<file path="config.mk">
export PLATFORM = sky130hd
export DESIGN_NAME = gput_timer
export DESIGN_NICKNAME = d
export VERILOG_FILES = /design/src/rtl/gput_timer.v
export VERILOG_INCLUDE_DIRS = /design/src /design/src/rtl
export SDC_FILE = /design/constraint.sdc
export NUM_CORES = 1
export LEC_CHECK = 0
export BUFFER_PORTS_ARGS = -buffer_cell sky130_fd_sc_hd__buf_2
export CAP_MARGIN = 20
export CELL_PAD_IN_SITES_DETAIL_PLACEMENT = 1
export CELL_PAD_IN_SITES_GLOBAL_PLACEMENT = 1
export CORE_ASPECT_RATIO = 0.7
export CORE_MARGIN = 8
export CORE_UTILIZATION = 35
export CTS_CLUSTER_DIAMETER = 200
export DETAILED_ROUTE_END_ITERATION = 10
export PLACE_DENSITY = 0.63
export SYNTH_ARGS = -nofsm -noshare
export SYNTH_HDL_FRONTEND = slang
export SYNTH_SLANG_ARGS = --single-unit
</file>
<file path="constraint.sdc">
create_clock -name clk_i -period 3.2 [get_ports clk_i]
set_clock_uncertainty 0.15 [all_clocks]
set_input_delay 0.48 -clock clk_i [delete_from_list [all_inputs] [get_ports clk_i]]
set_output_delay 0.48 -clock clk_i [all_outputs]
set_load 0.01 [all_outputs]
</file>
<file path="src/rtl/gput_map.vh">
// Register map, field positions, reset values and timing counts of the up/down timer
// Operation
// - Status bit 7 sets on timeout-clear write, self-clears once clear takes effect.
// - Status bit 6 reads one while a control write is still crossing over.
// - Status bit 1 reads one while a capture event is pending.
// - Status bit 0 sets at zero counting down or full scale counting up.
// - Timeout flag stays set until software writes one to timeout-clear.
// - Periodic mode reloads the counter from the load register every period.
// - Load write coinciding with a timeout is applied after the timeout passes.
// - Current-count register reads the count through a two-stage synchroniser.
// - With control bit 12 set, a selected event copies the count into capture.
// - Control bits 11 to 8 select one of sixteen event sources.
// - Periodic mode with control bit 7 set also resets count on timeout-clear.
// - Control bits 6 to 5 select the timer source clock.
// - Control bit 4 enables the timer; clearing it resets timer and count.
// - Control bit 3 selects periodic start from load or free-running start.
// - Control bit 2 selects direction: zero counts down, one counts up.
// - Control bits 1 to 0 select prescale 1 or 4, 16, 256 or 32768.
// - Capture register holds its value, ignoring events, until capture-clear.
// - Clear register bit 1 clears capture, bit 0 clears timeout; zero no effect.
`ifndef GPUT_MAP_VH
`define GPUT_MAP_VH

`define GPUT_ADR_T1_STATUS   32'h4000041c
`define GPUT_ADR_RELOAD      32'h40000800
`define GPUT_ADR_COUNT       32'h40000804
`define GPUT_ADR_CONTROL     32'h40000808
`define GPUT_ADR_CLEAR       32'h4000080c
`define GPUT_ADR_CAPTURE     32'h40000810
`define GPUT_ADR_STATUS      32'h4000081c

`define GPUT_RST_CONTROL     16'h000a
`define GPUT_RST_WORD        16'h0000

`define GPUT_CTL_CAP_EN      12
`define GPUT_CTL_EVT_HI      11
`define GPUT_CTL_EVT_LO      8
`define GPUT_CTL_RST_CLR     7
`define GPUT_CTL_SRC_HI      6
`define GPUT_CTL_SRC_LO      5
`define GPUT_CTL_ENABLE      4
`define GPUT_CTL_PERIODIC    3
`define GPUT_CTL_UP          2
`define GPUT_CTL_PRE_HI      1
`define GPUT_CTL_PRE_LO      0
`define GPUT_CTL_MASK        16'h1fff

`define GPUT_STA_CLR_PEND    7
`define GPUT_STA_BUSY        6
`define GPUT_STA_CAP         1
`define GPUT_STA_TIMEOUT_FLAG       0

`define GPUT_CLR_CAP         1
`define GPUT_CLR_TIMEOUT_FLAG       0

`define GPUT_SRC_PCLK        2'b00
`define GPUT_SRC_HCLK        2'b01
`define GPUT_SRC_LOW_FREQ_OSC       2'b10
`define GPUT_SRC_HFOSC       2'b11

`define GPUT_DIV_1           15'h0000
`define GPUT_DIV_4           15'h0003
`define GPUT_DIV_16          15'h000f
`define GPUT_DIV_256         15'h00ff
`define GPUT_DIV_32768       15'h7fff

// Three cycles so the next bus access still reads busy and clear pending
`define GPUT_XFER_CYC        2'd3
`define GPUT_CNT_ZERO        16'h0000
`define GPUT_CNT_FULL        16'hffff

`endif

</file>
<file path="src/rtl/gput_timer.v">
// Up/down timer with capture, reached over a classic Wishbone slave
`timescale 1ns/1ps
`include "gput_map.vh"

module gput_timer (
   // Clock and reset
   input  wire        clk_i,
   input  wire        rst_i,
   // Wishbone slave
   input  wire        wb_cyc_i,
   input  wire        wb_stb_i,
   input  wire        wb_we_i,
   input  wire [31:0] wb_adr_i,
   input  wire [3:0]  wb_sel_i,
   input  wire [31:0] wb_dat_i,
   output reg  [31:0] wb_dat_o,
   output reg         wb_ack_o,
   // Source clock ticks, one clk_i cycle wide
   input  wire        hclk_tick_i,
   input  wire        low_freq_osc_tick_i,
   input  wire        hfosc_tick_i,
   // Capture event sources, one clk_i cycle wide
   input  wire [15:0] event_i
);

   // Bus decode
   wire        req;
   wire        wr_stb;
   wire        rd_stb;
   wire        hit_reload;
   wire        hit_count;
   wire        hit_control;
   wire        hit_clear;
   wire        hit_capture;
   wire        hit_status;
   wire        hit_t1_status;
   wire [15:0] wr_mask;

   // Software-side registers
   reg  [15:0] control_reg;
   reg  [15:0] reload_value_reg;
   reg  [15:0] reload_new_reg;
   reg         reload_pend_reg;
   reg         busy_reg;
   reg  [1:0]  xfer_cnt_reg;
   reg         clear_sync_pending_reg;
   reg  [1:0]  clr_cnt_reg;

   // Timer-side state
   reg  [15:0] ctrl_act_reg;
   reg  [15:0] count_reg;
   reg  [15:0] count_next;
   reg  [14:0] pre_cnt_reg;
   reg  [14:0] pre_div;
   reg         src_tick;
   reg         en_d_reg;
   reg         timeout_flag_reg;
   reg         capture_pending_reg;
   reg  [15:0] captured_count_reg;
   reg  [15:0] cnt_meta_reg;
   reg  [15:0] cnt_sync_reg;

   wire        tmr_en;
   wire        periodic_select;
   wire        count_up;
   wire        start_evt;
   wire        tick;
   wire        at_end;
   wire        timeout_evt;
   wire        clr_timeout_flag_wr;
   wire        clr_cap_wr;
   wire        clr_apply;
   wire        cap_evt;
   wire [15:0] free_start;
   wire [15:0] status_word;

   // Only the low two lanes exist; upper lanes are ignored
   assign req           = wb_cyc_i & wb_stb_i & ~wb_ack_o;
   assign wr_stb        = req & wb_we_i;
   assign rd_stb        = req & ~wb_we_i;
   assign hit_reload    = (wb_adr_i == `GPUT_ADR_RELOAD);
   assign hit_count     = (wb_adr_i == `GPUT_ADR_COUNT);
   assign hit_control   = (wb_adr_i == `GPUT_ADR_CONTROL);
   assign hit_clear     = (wb_adr_i == `GPUT_ADR_CLEAR);
   assign hit_capture   = (wb_adr_i == `GPUT_ADR_CAPTURE);
   assign hit_status    = (wb_adr_i == `GPUT_ADR_STATUS);
   assign hit_t1_status = (wb_adr_i == `GPUT_ADR_T1_STATUS);
   assign wr_mask       = {{8{wb_sel_i[1]}}, {8{wb_sel_i[0]}}};

   // Single-cycle answer; unmapped addresses are acked and read as zero
   always @(posedge clk_i) begin
      if (rst_i) begin
         wb_ack_o <= 1'b0;
      end else begin
         wb_ack_o <= req;
      end
   end

   always @(posedge clk_i) begin
      if (rst_i) begin
         wb_dat_o <= 32'h0000_0000;
      end else if (rd_stb) begin
         if (hit_reload) begin
            wb_dat_o <= {16'h0000, reload_pend_reg ? reload_new_reg : reload_value_reg};
         end else if (hit_count) begin
            wb_dat_o <= {16'h0000, cnt_sync_reg};
         end else if (hit_control) begin
            wb_dat_o <= {16'h0000, control_reg};
         end else if (hit_capture) begin
            wb_dat_o <= {16'h0000, captured_count_reg};
         end else if (hit_status) begin
            wb_dat_o <= {16'h0000, status_word};
         end else if (hit_t1_status) begin
            wb_dat_o <= {16'h0000, `GPUT_RST_WORD};
         end else begin
            wb_dat_o <= 32'h0000_0000;
         end
      end
   end

   // Timer 1 itself is not built here, so its status word reads as zero
   assign status_word = {8'h00, clear_sync_pending_reg, busy_reg, 4'h0,
                         capture_pending_reg, timeout_flag_reg};

   // Control write: software copy now, timer copy after the crossing delay
   always @(posedge clk_i) begin
      if (rst_i) begin
         control_reg  <= `GPUT_RST_CONTROL;
         ctrl_act_reg <= `GPUT_RST_CONTROL;
         busy_reg     <= 1'b0;
         xfer_cnt_reg <= 2'd0;
      end else if (wr_stb && hit_control && !busy_reg) begin
         // Writes while busy are dropped; software must wait for busy low
         control_reg  <= ((control_reg & ~wr_mask) | (wb_dat_i[15:0] & wr_mask))
                         & `GPUT_CTL_MASK;
         busy_reg     <= 1'b1;
         xfer_cnt_reg <= `GPUT_XFER_CYC;
      end else if (busy_reg) begin
         if (xfer_cnt_reg == 2'd1) begin
            ctrl_act_reg <= control_reg;
            busy_reg     <= 1'b0;
         end
         xfer_cnt_reg <= xfer_cnt_reg - 2'd1;
      end
   end

   // Load register; a write during a timeout waits one cycle
   // Readback shows the newest write while it still waits
   always @(posedge clk_i) begin
      if (rst_i) begin
         reload_value_reg <= `GPUT_RST_WORD;
         reload_new_reg   <= `GPUT_RST_WORD;
         reload_pend_reg  <= 1'b0;
      end else begin
         if (wr_stb && hit_reload) begin
            reload_new_reg  <= ((reload_pend_reg ? reload_new_reg : reload_value_reg) & ~wr_mask)
                               | (wb_dat_i[15:0] & wr_mask);
            reload_pend_reg <= 1'b1;
         end else if (reload_pend_reg && !timeout_evt) begin
            reload_value_reg <= reload_new_reg;
            reload_pend_reg  <= 1'b0;
         end
      end
   end

   // Clear register strobes
   // Capture clear acts at once; only the timeout clear crosses
   assign clr_timeout_flag_wr = wr_stb & hit_clear & wb_sel_i[0] & wb_dat_i[`GPUT_CLR_TIMEOUT_FLAG];
   assign clr_cap_wr   = wr_stb & hit_clear & wb_sel_i[0] & wb_dat_i[`GPUT_CLR_CAP];
   assign clr_apply    = clear_sync_pending_reg & (clr_cnt_reg == 2'd1);

   // Timeout clear crosses with a fixed delay
   always @(posedge clk_i) begin
      if (rst_i) begin
         clear_sync_pending_reg <= 1'b0;
         clr_cnt_reg            <= 2'd0;
      end else if (clr_timeout_flag_wr) begin
         clear_sync_pending_reg <= 1'b1;
         clr_cnt_reg            <= `GPUT_XFER_CYC;
      end else if (clear_sync_pending_reg) begin
         if (clr_cnt_reg == 2'd1) begin
            clear_sync_pending_reg <= 1'b0;
         end
         clr_cnt_reg <= clr_cnt_reg - 2'd1;
      end
   end

   // Timer controls as seen by the counter
   assign tmr_en          = ctrl_act_reg[`GPUT_CTL_ENABLE];
   assign periodic_select = ctrl_act_reg[`GPUT_CTL_PERIODIC];
   assign count_up        = ctrl_act_reg[`GPUT_CTL_UP];
   assign start_evt       = tmr_en & ~en_d_reg;
   assign free_start      = count_up ? `GPUT_CNT_ZERO : `GPUT_CNT_FULL;

   // Source select; other sources arrive as ticks because there is one clock
   always @* begin
      case (ctrl_act_reg[`GPUT_CTL_SRC_HI:`GPUT_CTL_SRC_LO])
         `GPUT_SRC_PCLK:  src_tick = 1'b1;
         `GPUT_SRC_HCLK:  src_tick = hclk_tick_i;
         `GPUT_SRC_LOW_FREQ_OSC: src_tick = low_freq_osc_tick_i;
         `GPUT_SRC_HFOSC: src_tick = hfosc_tick_i;
         default:         src_tick = 1'b0;
      endcase
   end

   always @* begin
      case (ctrl_act_reg[`GPUT_CTL_PRE_HI:`GPUT_CTL_PRE_LO])
         2'b00:   pre_div = ctrl_act_reg[`GPUT_CTL_SRC_HI] ? `GPUT_DIV_1 : `GPUT_DIV_4;
         2'b01:   pre_div = `GPUT_DIV_16;
         2'b10:   pre_div = `GPUT_DIV_256;
         2'b11:   pre_div = `GPUT_DIV_32768;
         default: pre_div = `GPUT_DIV_1;
      endcase
   end

   // No tick in the start cycle, so the first period is whole
   assign tick        = tmr_en & ~start_evt & src_tick & (pre_cnt_reg >= pre_div);
   assign at_end      = count_up ? (count_reg == `GPUT_CNT_FULL)
                                 : (count_reg == `GPUT_CNT_ZERO);
   assign timeout_evt = tick & at_end;

   // Prescaler
   // Restarts on enable and on each tick, so no period is short
   always @(posedge clk_i) begin
      if (rst_i) begin
         pre_cnt_reg <= 15'h0000;
      end else if (!tmr_en || start_evt || tick) begin
         pre_cnt_reg <= 15'h0000;
      end else if (src_tick) begin
         pre_cnt_reg <= pre_cnt_reg + 15'h0001;
      end
   end

   // Counter next value
   // Clear-driven reload outranks timeout; both land on the load value
   always @* begin
      count_next = count_reg;
      if (!tmr_en) begin
         count_next = `GPUT_CNT_ZERO;
      end else if (start_evt) begin
         count_next = periodic_select ? reload_value_reg : free_start;
      end else if (periodic_select && ctrl_act_reg[`GPUT_CTL_RST_CLR] && clr_apply) begin
         count_next = reload_value_reg;
      end else if (timeout_evt) begin
         // Free-running wrap lands on the same value as its start
         count_next = periodic_select ? reload_value_reg : free_start;
      end else if (tick) begin
         count_next = count_up ? count_reg + 16'h0001 : count_reg - 16'h0001;
      end
   end

   // Edge detector resets low like a disabled timer, so no false start
   always @(posedge clk_i) begin
      if (rst_i) begin
         count_reg <= `GPUT_CNT_ZERO;
         en_d_reg  <= 1'b0;
      end else begin
         count_reg <= count_next;
         en_d_reg  <= tmr_en;
      end
   end

   // Timeout flag; a new timeout wins over a clear in the same cycle
   always @(posedge clk_i) begin
      if (rst_i) begin
         timeout_flag_reg <= 1'b0;
      end else if (timeout_evt) begin
         timeout_flag_reg <= 1'b1;
      end else if (clr_apply) begin
         timeout_flag_reg <= 1'b0;
      end
   end

   // Capture, held until capture-clear; an event with the clear wins
   // Count taken before this edge's update, as the event saw it
   assign cap_evt = ctrl_act_reg[`GPUT_CTL_CAP_EN]
                    & event_i[ctrl_act_reg[`GPUT_CTL_EVT_HI:`GPUT_CTL_EVT_LO]];

   always @(posedge clk_i) begin
      if (rst_i) begin
         capture_pending_reg <= 1'b0;
         captured_count_reg  <= `GPUT_RST_WORD;
      end else if (cap_evt && (!capture_pending_reg || clr_cap_wr)) begin
         capture_pending_reg <= 1'b1;
         captured_count_reg  <= count_reg;
      end else if (clr_cap_wr) begin
         capture_pending_reg <= 1'b0;
      end
   end

   // Count read path through a two-stage synchroniser
   // Only the second stage feeds the bus; the first is never read
   always @(posedge clk_i) begin
      if (rst_i) begin
         cnt_meta_reg <= `GPUT_CNT_ZERO;
         cnt_sync_reg <= `GPUT_CNT_ZERO;
      end else begin
         cnt_meta_reg <= count_reg;
         cnt_sync_reg <= cnt_meta_reg;
      end
   end

endmodule // gput_timer

</file>
=== Word level (Yosys, flattened, before mapping) ===
Cells that the tools add are included.

* Register bits after elaboration: 180
* Word-level logic and storage cells: 131
* Bits of input ports: 92

* Bitwise logic cells: 28
* Equality and inequality tests: 15
* Order comparisons: 2
* Reductions and logical operators: 27
* Add/sub/neg operators: 5
* Mux-type cells: 35

{| class="wikitable"
|+ Operators by type and width
! cell !! count
|-
| $eq 32x31->1 const B || 6
|-
| $mux 16 || 12
|-
| $pmux 15 s4 || 1
|-
| $and 16x16->16 || 2
|-
| $add 16x1->16 const B || 1
|-
| $eq 16x16->1 const B || 1
|-
| $logic_not 16->1 || 1
|-
| $not 16->16 || 1
|-
| $or 16x16->16 || 1
|-
| $sub 16x1->16 const B || 1
|-
| $add 15x1->15 const B || 1
|-
| $and 1x1->1 || 15
|-
| $ge 15x15->1 || 1
|-
| $mux 1 || 14
|-
| $and 13x13->13 || 1
|-
| $or 13x13->13 || 1
|-
| $mux 2 || 5
|-
| $reduce_bool 2->1 || 5
|-
| $eq 2x1->1 const B || 4
|-
| $eq 2x2->1 const B || 4
|-
| $mux 8 || 1
|-
| $logic_and 1x1->1 || 7
|-
| $not 1->1 || 7
|-
| $lt 4x5->1 const B || 1
|-
| 10 further kinds || 18
|}

=== Longest topological paths before layout ===
* Depth in word-level cells: 11
* Mapped depth: 13
* Mapped depth without buffers: 11

=== Worst setup path before layout ===
No wires, ideal clock.

* Path kind: reg2reg
* From: register ctrl_act_reg[2]
* To: register count_reg[12]
* Required time: 2.915 ns
* Buffers on the path: 1
* Arrival time: 2.637 ns
* Period minus slack after synthesis: 2.922 ns
* Setup slack: 0.278 ns
* Cell stages (with the launch flop): 12
* Cells stage by stage: dfxtp_1 -> clkbuf_1 -> inv_1 -> fa_1 -> a211oi_1 -> o211ai_1 -> a2111oi_0 -> nor3_1 -> xor2_1 -> mux2i_1 -> a21o_1 -> a31oi_1

* Longest elaborated chain between the ends: 5
* Elaborated cells between the ends (all ways): 10

{| class="wikitable"
|+ RTL lines
! what !! RTL line !! text
|-
| start, declared || gput_timer.v:50 || <nowiki>reg [15:0] ctrl_act_reg;</nowiki>
|-
| start signal, assigned || gput_timer.v:129 || <nowiki>ctrl_act_reg <= `GPUT_RST_CONTROL;</nowiki>
|-
| start signal, assigned || gput_timer.v:140 || <nowiki>ctrl_act_reg <= control_reg;</nowiki>
|-
| $mux 16, or another cell as far along || gput_timer.v:248 || <nowiki>count_next = count_up ? count_reg + 16'h0001 : count_reg - 16'h0001;</nowiki>
|-
| $mux 16, or another cell as far along || gput_timer.v:247 || <nowiki>end else if (tick) begin</nowiki>
|-
| $mux 16 || gput_timer.v:244 || <nowiki>end else if (timeout_evt) begin</nowiki>
|-
| $mux 16 || gput_timer.v:242 || <nowiki>end else if (periodic_select && ctrl_act_reg[`GPUT_CTL_RST_CLR] && clr_apply) begin</nowiki>
|-
| $mux 16 || gput_timer.v:240 || <nowiki>end else if (start_evt) begin</nowiki>
|-
| end signal, assigned || gput_timer.v:255 || <nowiki>count_reg <= `GPUT_CNT_ZERO;</nowiki>
|-
| end signal, assigned || gput_timer.v:258 || <nowiki>count_reg <= count_next;</nowiki>
|-
| end, declared || gput_timer.v:51 || <nowiki>reg [15:0] count_reg;</nowiki>
|}

Parallel ways exist; a longest one is shown, timed or not. The select of a mux whose other input is x is not followed.
A chain may end at the register's enable or synchronous reset.

=== Worst setup path in the final report ===
* From: register ctrl_act_reg[1]
* To: register count_reg[6]

* Longest elaborated chain between the ends: 8
* Elaborated cells between the ends (all ways): 12

{| class="wikitable"
|+ RTL lines
! what !! RTL line !! text
|-
| $eq 2x2->1, or another cell as far along || gput_timer.v:207 || <nowiki>case (ctrl_act_reg[`GPUT_CTL_PRE_HI:`GPUT_CTL_PRE_LO])</nowiki>
|-
| $pmux 15 s4 (*) || gput_timer.v:207 ||
|-
| $ge 15x15->1 (*) || gput_timer.v:217 || <nowiki>assign tick = tmr_en & ~start_evt & src_tick & (pre_cnt_reg >= pre_div);</nowiki>
|-
| $and 1x1->1 (*) || gput_timer.v:217 ||
|-
| $and 1x1->1 || gput_timer.v:220 || <nowiki>assign timeout_evt = tick & at_end;</nowiki>
|-
| $mux 16 || gput_timer.v:244 ||
|-
| $mux 16 || gput_timer.v:242 ||
|-
| $mux 16 || gput_timer.v:240 ||
|}

Every way passes the cells marked *; elsewhere a longest branch is shown, timed or not.

==> metrics.cfg <==
[critical_path]
cp_common_cell = a21oi_1
cp-start-kind = register
crit_required_ns = 3.35
setup.worst_path.end_class = register
cp_slowest_cell = or3_4
critical_path.max_fanout = 8
setup.worst_path.end = count_reg[6]
reg2reg_to = count_reg[6]
worst-r2r-cell-count = 12
rrSetupSlack_ns = 0.15
path_class = register to register
slowest_delay_ns = 0.50
startpoint = ctrl_act_reg[1]
cp_cell_sequence = nor2_1, nand2_1, ha_1, nand2b_1, a21oi_1, o211ai_1, a311oi_2, or3_4, buf_4, mux2i_1, a221oi_1, a21oi_1
r2r_start = ctrl_act_reg[1]
critical_path_arrival_ns = 3.20

[power_and_ir_drop]
ir_worst_vdd_v = 0.000354
power_leakage_nw = 4.04
power_density_mw_per_mm2 = 436

[cells_and_area]
layout.nets = 1204
drive_gt1_share_pct = 18.1
multi_input_area_mm2 = 0.00484
fin_util_pct = 42.2
diodes = 0
area_growth_pct = 18.3
area.sequential_mm2 = 0.00329
nFillCells = 2837

[synth]
avgSynthCellArea_um2 = 8.59
synth_common_cells = dfxtp_1, nor2_1, nand2_1
yosysMostFrequentCell = dfxtp_1
synth.mux.area_fraction_pct = 10.2
async_flop_share_pct = 0
synthXorXnorAreaFrac_pct = 2.59
synth_top_cell_by_area = dfxtp_1
synthSimpleGateAreaFrac_pct = 20.8
netlist_instances = 983
synth_area_leaders = dfxtp_1, mux2i_1, nor2_1
ys.flop_type = dfxtp_1
synth_top_family_by_area = simple AND/OR/NAND/NOR gates
seq_area_frac_synth_pct = 38.9
synth.distinct_cells = 74
synth_compound_area_share_pct = 17.6
synthAdderAreaFrac_pct = 4.68
netlist_area_mm2 = 0.00844
synth-seq-cells = 164
yosys_warnings = 0
yosys.area.top_type_share_pct = 38.9
synth_edf_count = 0

[timing]
fmax_mhz = 328
tightest_slew_ns = 1.09
setup_violations = 0
relSlewSlack_pct = 27.6
finalHoldViolCount = 0
timing.final.ws_setup_ns = 0.154
fin_crit_ns = 3.05
tns_ns = 0
final.period_utilization_pct = 95.2
slew_viol_final = 0

[worst_hold_path]
hold_start = wb_dat_i[3]
worstHoldPathType = primary input to register

[floorplanning]
rows = 47
chipHeight_um = 146
die_w_um = 202
initial_core_util_pct = 35.7
core_mm2 = 0.0236
ioPinCount = 125
dieArea_mm2 = 0.0294

[routing]
vias_per_cell = 5.39
drtPass1Iterations = 5
drt_wl_total_um = 28900
drt_first_iter_violations = 573
routedWlPerCell_um = 20.5
dr_total_vias = 7590
antenna_left = 0
drc = 0

[status]
status = complete, no violations

[global_routing]
grt_pass1_vias = 7578
grt_pass1_wl_um = 44900
grt_max_degree = 97
antenna_found_initial = 0
grt_usage_pct = 19.3
grt_overflow_total = 0

[job]
drv_cap = 0

[cts]
cts.htree.levels = 4
clockRootBuffer = clkbuf_16
cts_buffer_depth = 2
path_clk_slew_ns = 0.07
cts_tree = done
clkLatencyLatePin_ns = 0.43
cts-hold-fix-buffers = 0
clkSinkCount = 164
cts_buffers = 17

[placed_design]
dp_worst_setup_slack_ns = -0.141
dpl.hpwl_um = 21800
routabilityCongestion = 0.826
portBuffers = 90

[layout by cell type, fill, tap and decap left out, types with 14 or more instances in the layout]
| cell type | Yosys | final |
|---|---|---|
| a211oi_1 | 25 | 24 |
| a21oi_1 | 79 | 78 |
| buf_2 | 1 | 89 |
| buf_4 | 17 | 44 |
| clkbuf_16 | 0 | 17 |
| conb_1 | 1 | 16 |
| dfxtp_1 | 164 | 162 |
| ha_1 | 30 | 30 |
| inv_1 | 18 | 18 |
| mux2i_1 | 70 | 70 |
| nand2_1 | 85 | 84 |
| nand2b_1 | 19 | 19 |
| nand3_1 | 16 | 16 |
| nand4_1 | 14 | 14 |
| nor2_1 | 126 | 125 |
| nor2b_1 | 39 | 39 |
| o21ai_0 | 56 | 56 |
| xor2_1 | 17 | 17 |
[area by class of cell]
type | instances | area share [%]
Clock buffer | 20 | 4.67
Tap cell | 318 | 3.98
Timing Repair Buffer | 134 | 7.97
Sequential cell | 164 | 32.9
Clock inverter | 9 | 1.30
Multi-Input combinational cell | 745 | 48.5
Inverter | 19 | 0.714
[worst max-delay path, delay by kind of cell, from the launching register on]
kind / cells / cell delay [ns]
AO/OA/AOI/OAI: 5 / 1.01
adder cells (fa/ha/maj): 1 / 0.28
buffers and inverters: 1 / 0.17
flip-flops: 1 / 0.35
AND/OR/NAND/NOR: 4 / 0.86
multiplexers: 1 / 0.10
[worst min-delay path by stage]
stage | cells past startpoint | endpoint | slack (ns)
after floorplan | 1 | cnt_sync_reg[0] | 0.26
after CTS | 2 | register | 0.12
after detailed placement | 1 | cnt_sync_reg[8] | 0.28
after global placement | 1 | cnt_sync_reg[13] | 0.27
after global routing | 2 | register | 0.14
final | 2 | register | 0.14
[kinds of logic (layout without fill, tap and decap cells)]
logic type | Yosys count | after routing
other | 1 | 16
XOR/XNOR | 25 | 25
multiplexers | 79 | 79
AO/OA/AOI/OAI | 236 | 236
adder cells (fa/ha/maj) | 31 | 31
AND/OR/NAND/NOR | 358 | 358
buffers and inverters | 89 | 182
flip-flops | 164 | 164
[power by group]
part	switching [W]	internal [W]
clock network	0.000838	0.00128
registers	0.00000568	0.00205
logic	0.000114	0.0000682
[through the flow]
step | area [um2] | total power (W) | cells | hold WS, ns
final | 9990 | 0.00435 | 1409 | 0.139
after global routing | 9990 | 0.00451 | 1409 | 0.140
after CTS | 9920 | 0.00441 | 1407 | 0.116
after detailed placement | 9320 | 0.00228 | 1378 | 0.278
after global placement | 9320 | 0.00228 | 1378 | 0.266
after floorplan | 8500 | 0.00220 | 998 | 0.264
[per-layer routing]
metal,wire length [um],vias up,track usage [%]
met2,11500,201,26.8
met4,335,0,4.66
met1,15400,3697,29.3
met5,0,-,0
li1,-,3670,-
met3,1680,22,4.47
[timing repair]
action,in CTS,in global routing
setup endpoints to repair,26,27
buffers inserted,0,2
gates resized for setup,2,11
pin swaps,0,2
Power figures use the tool's default switching activity.
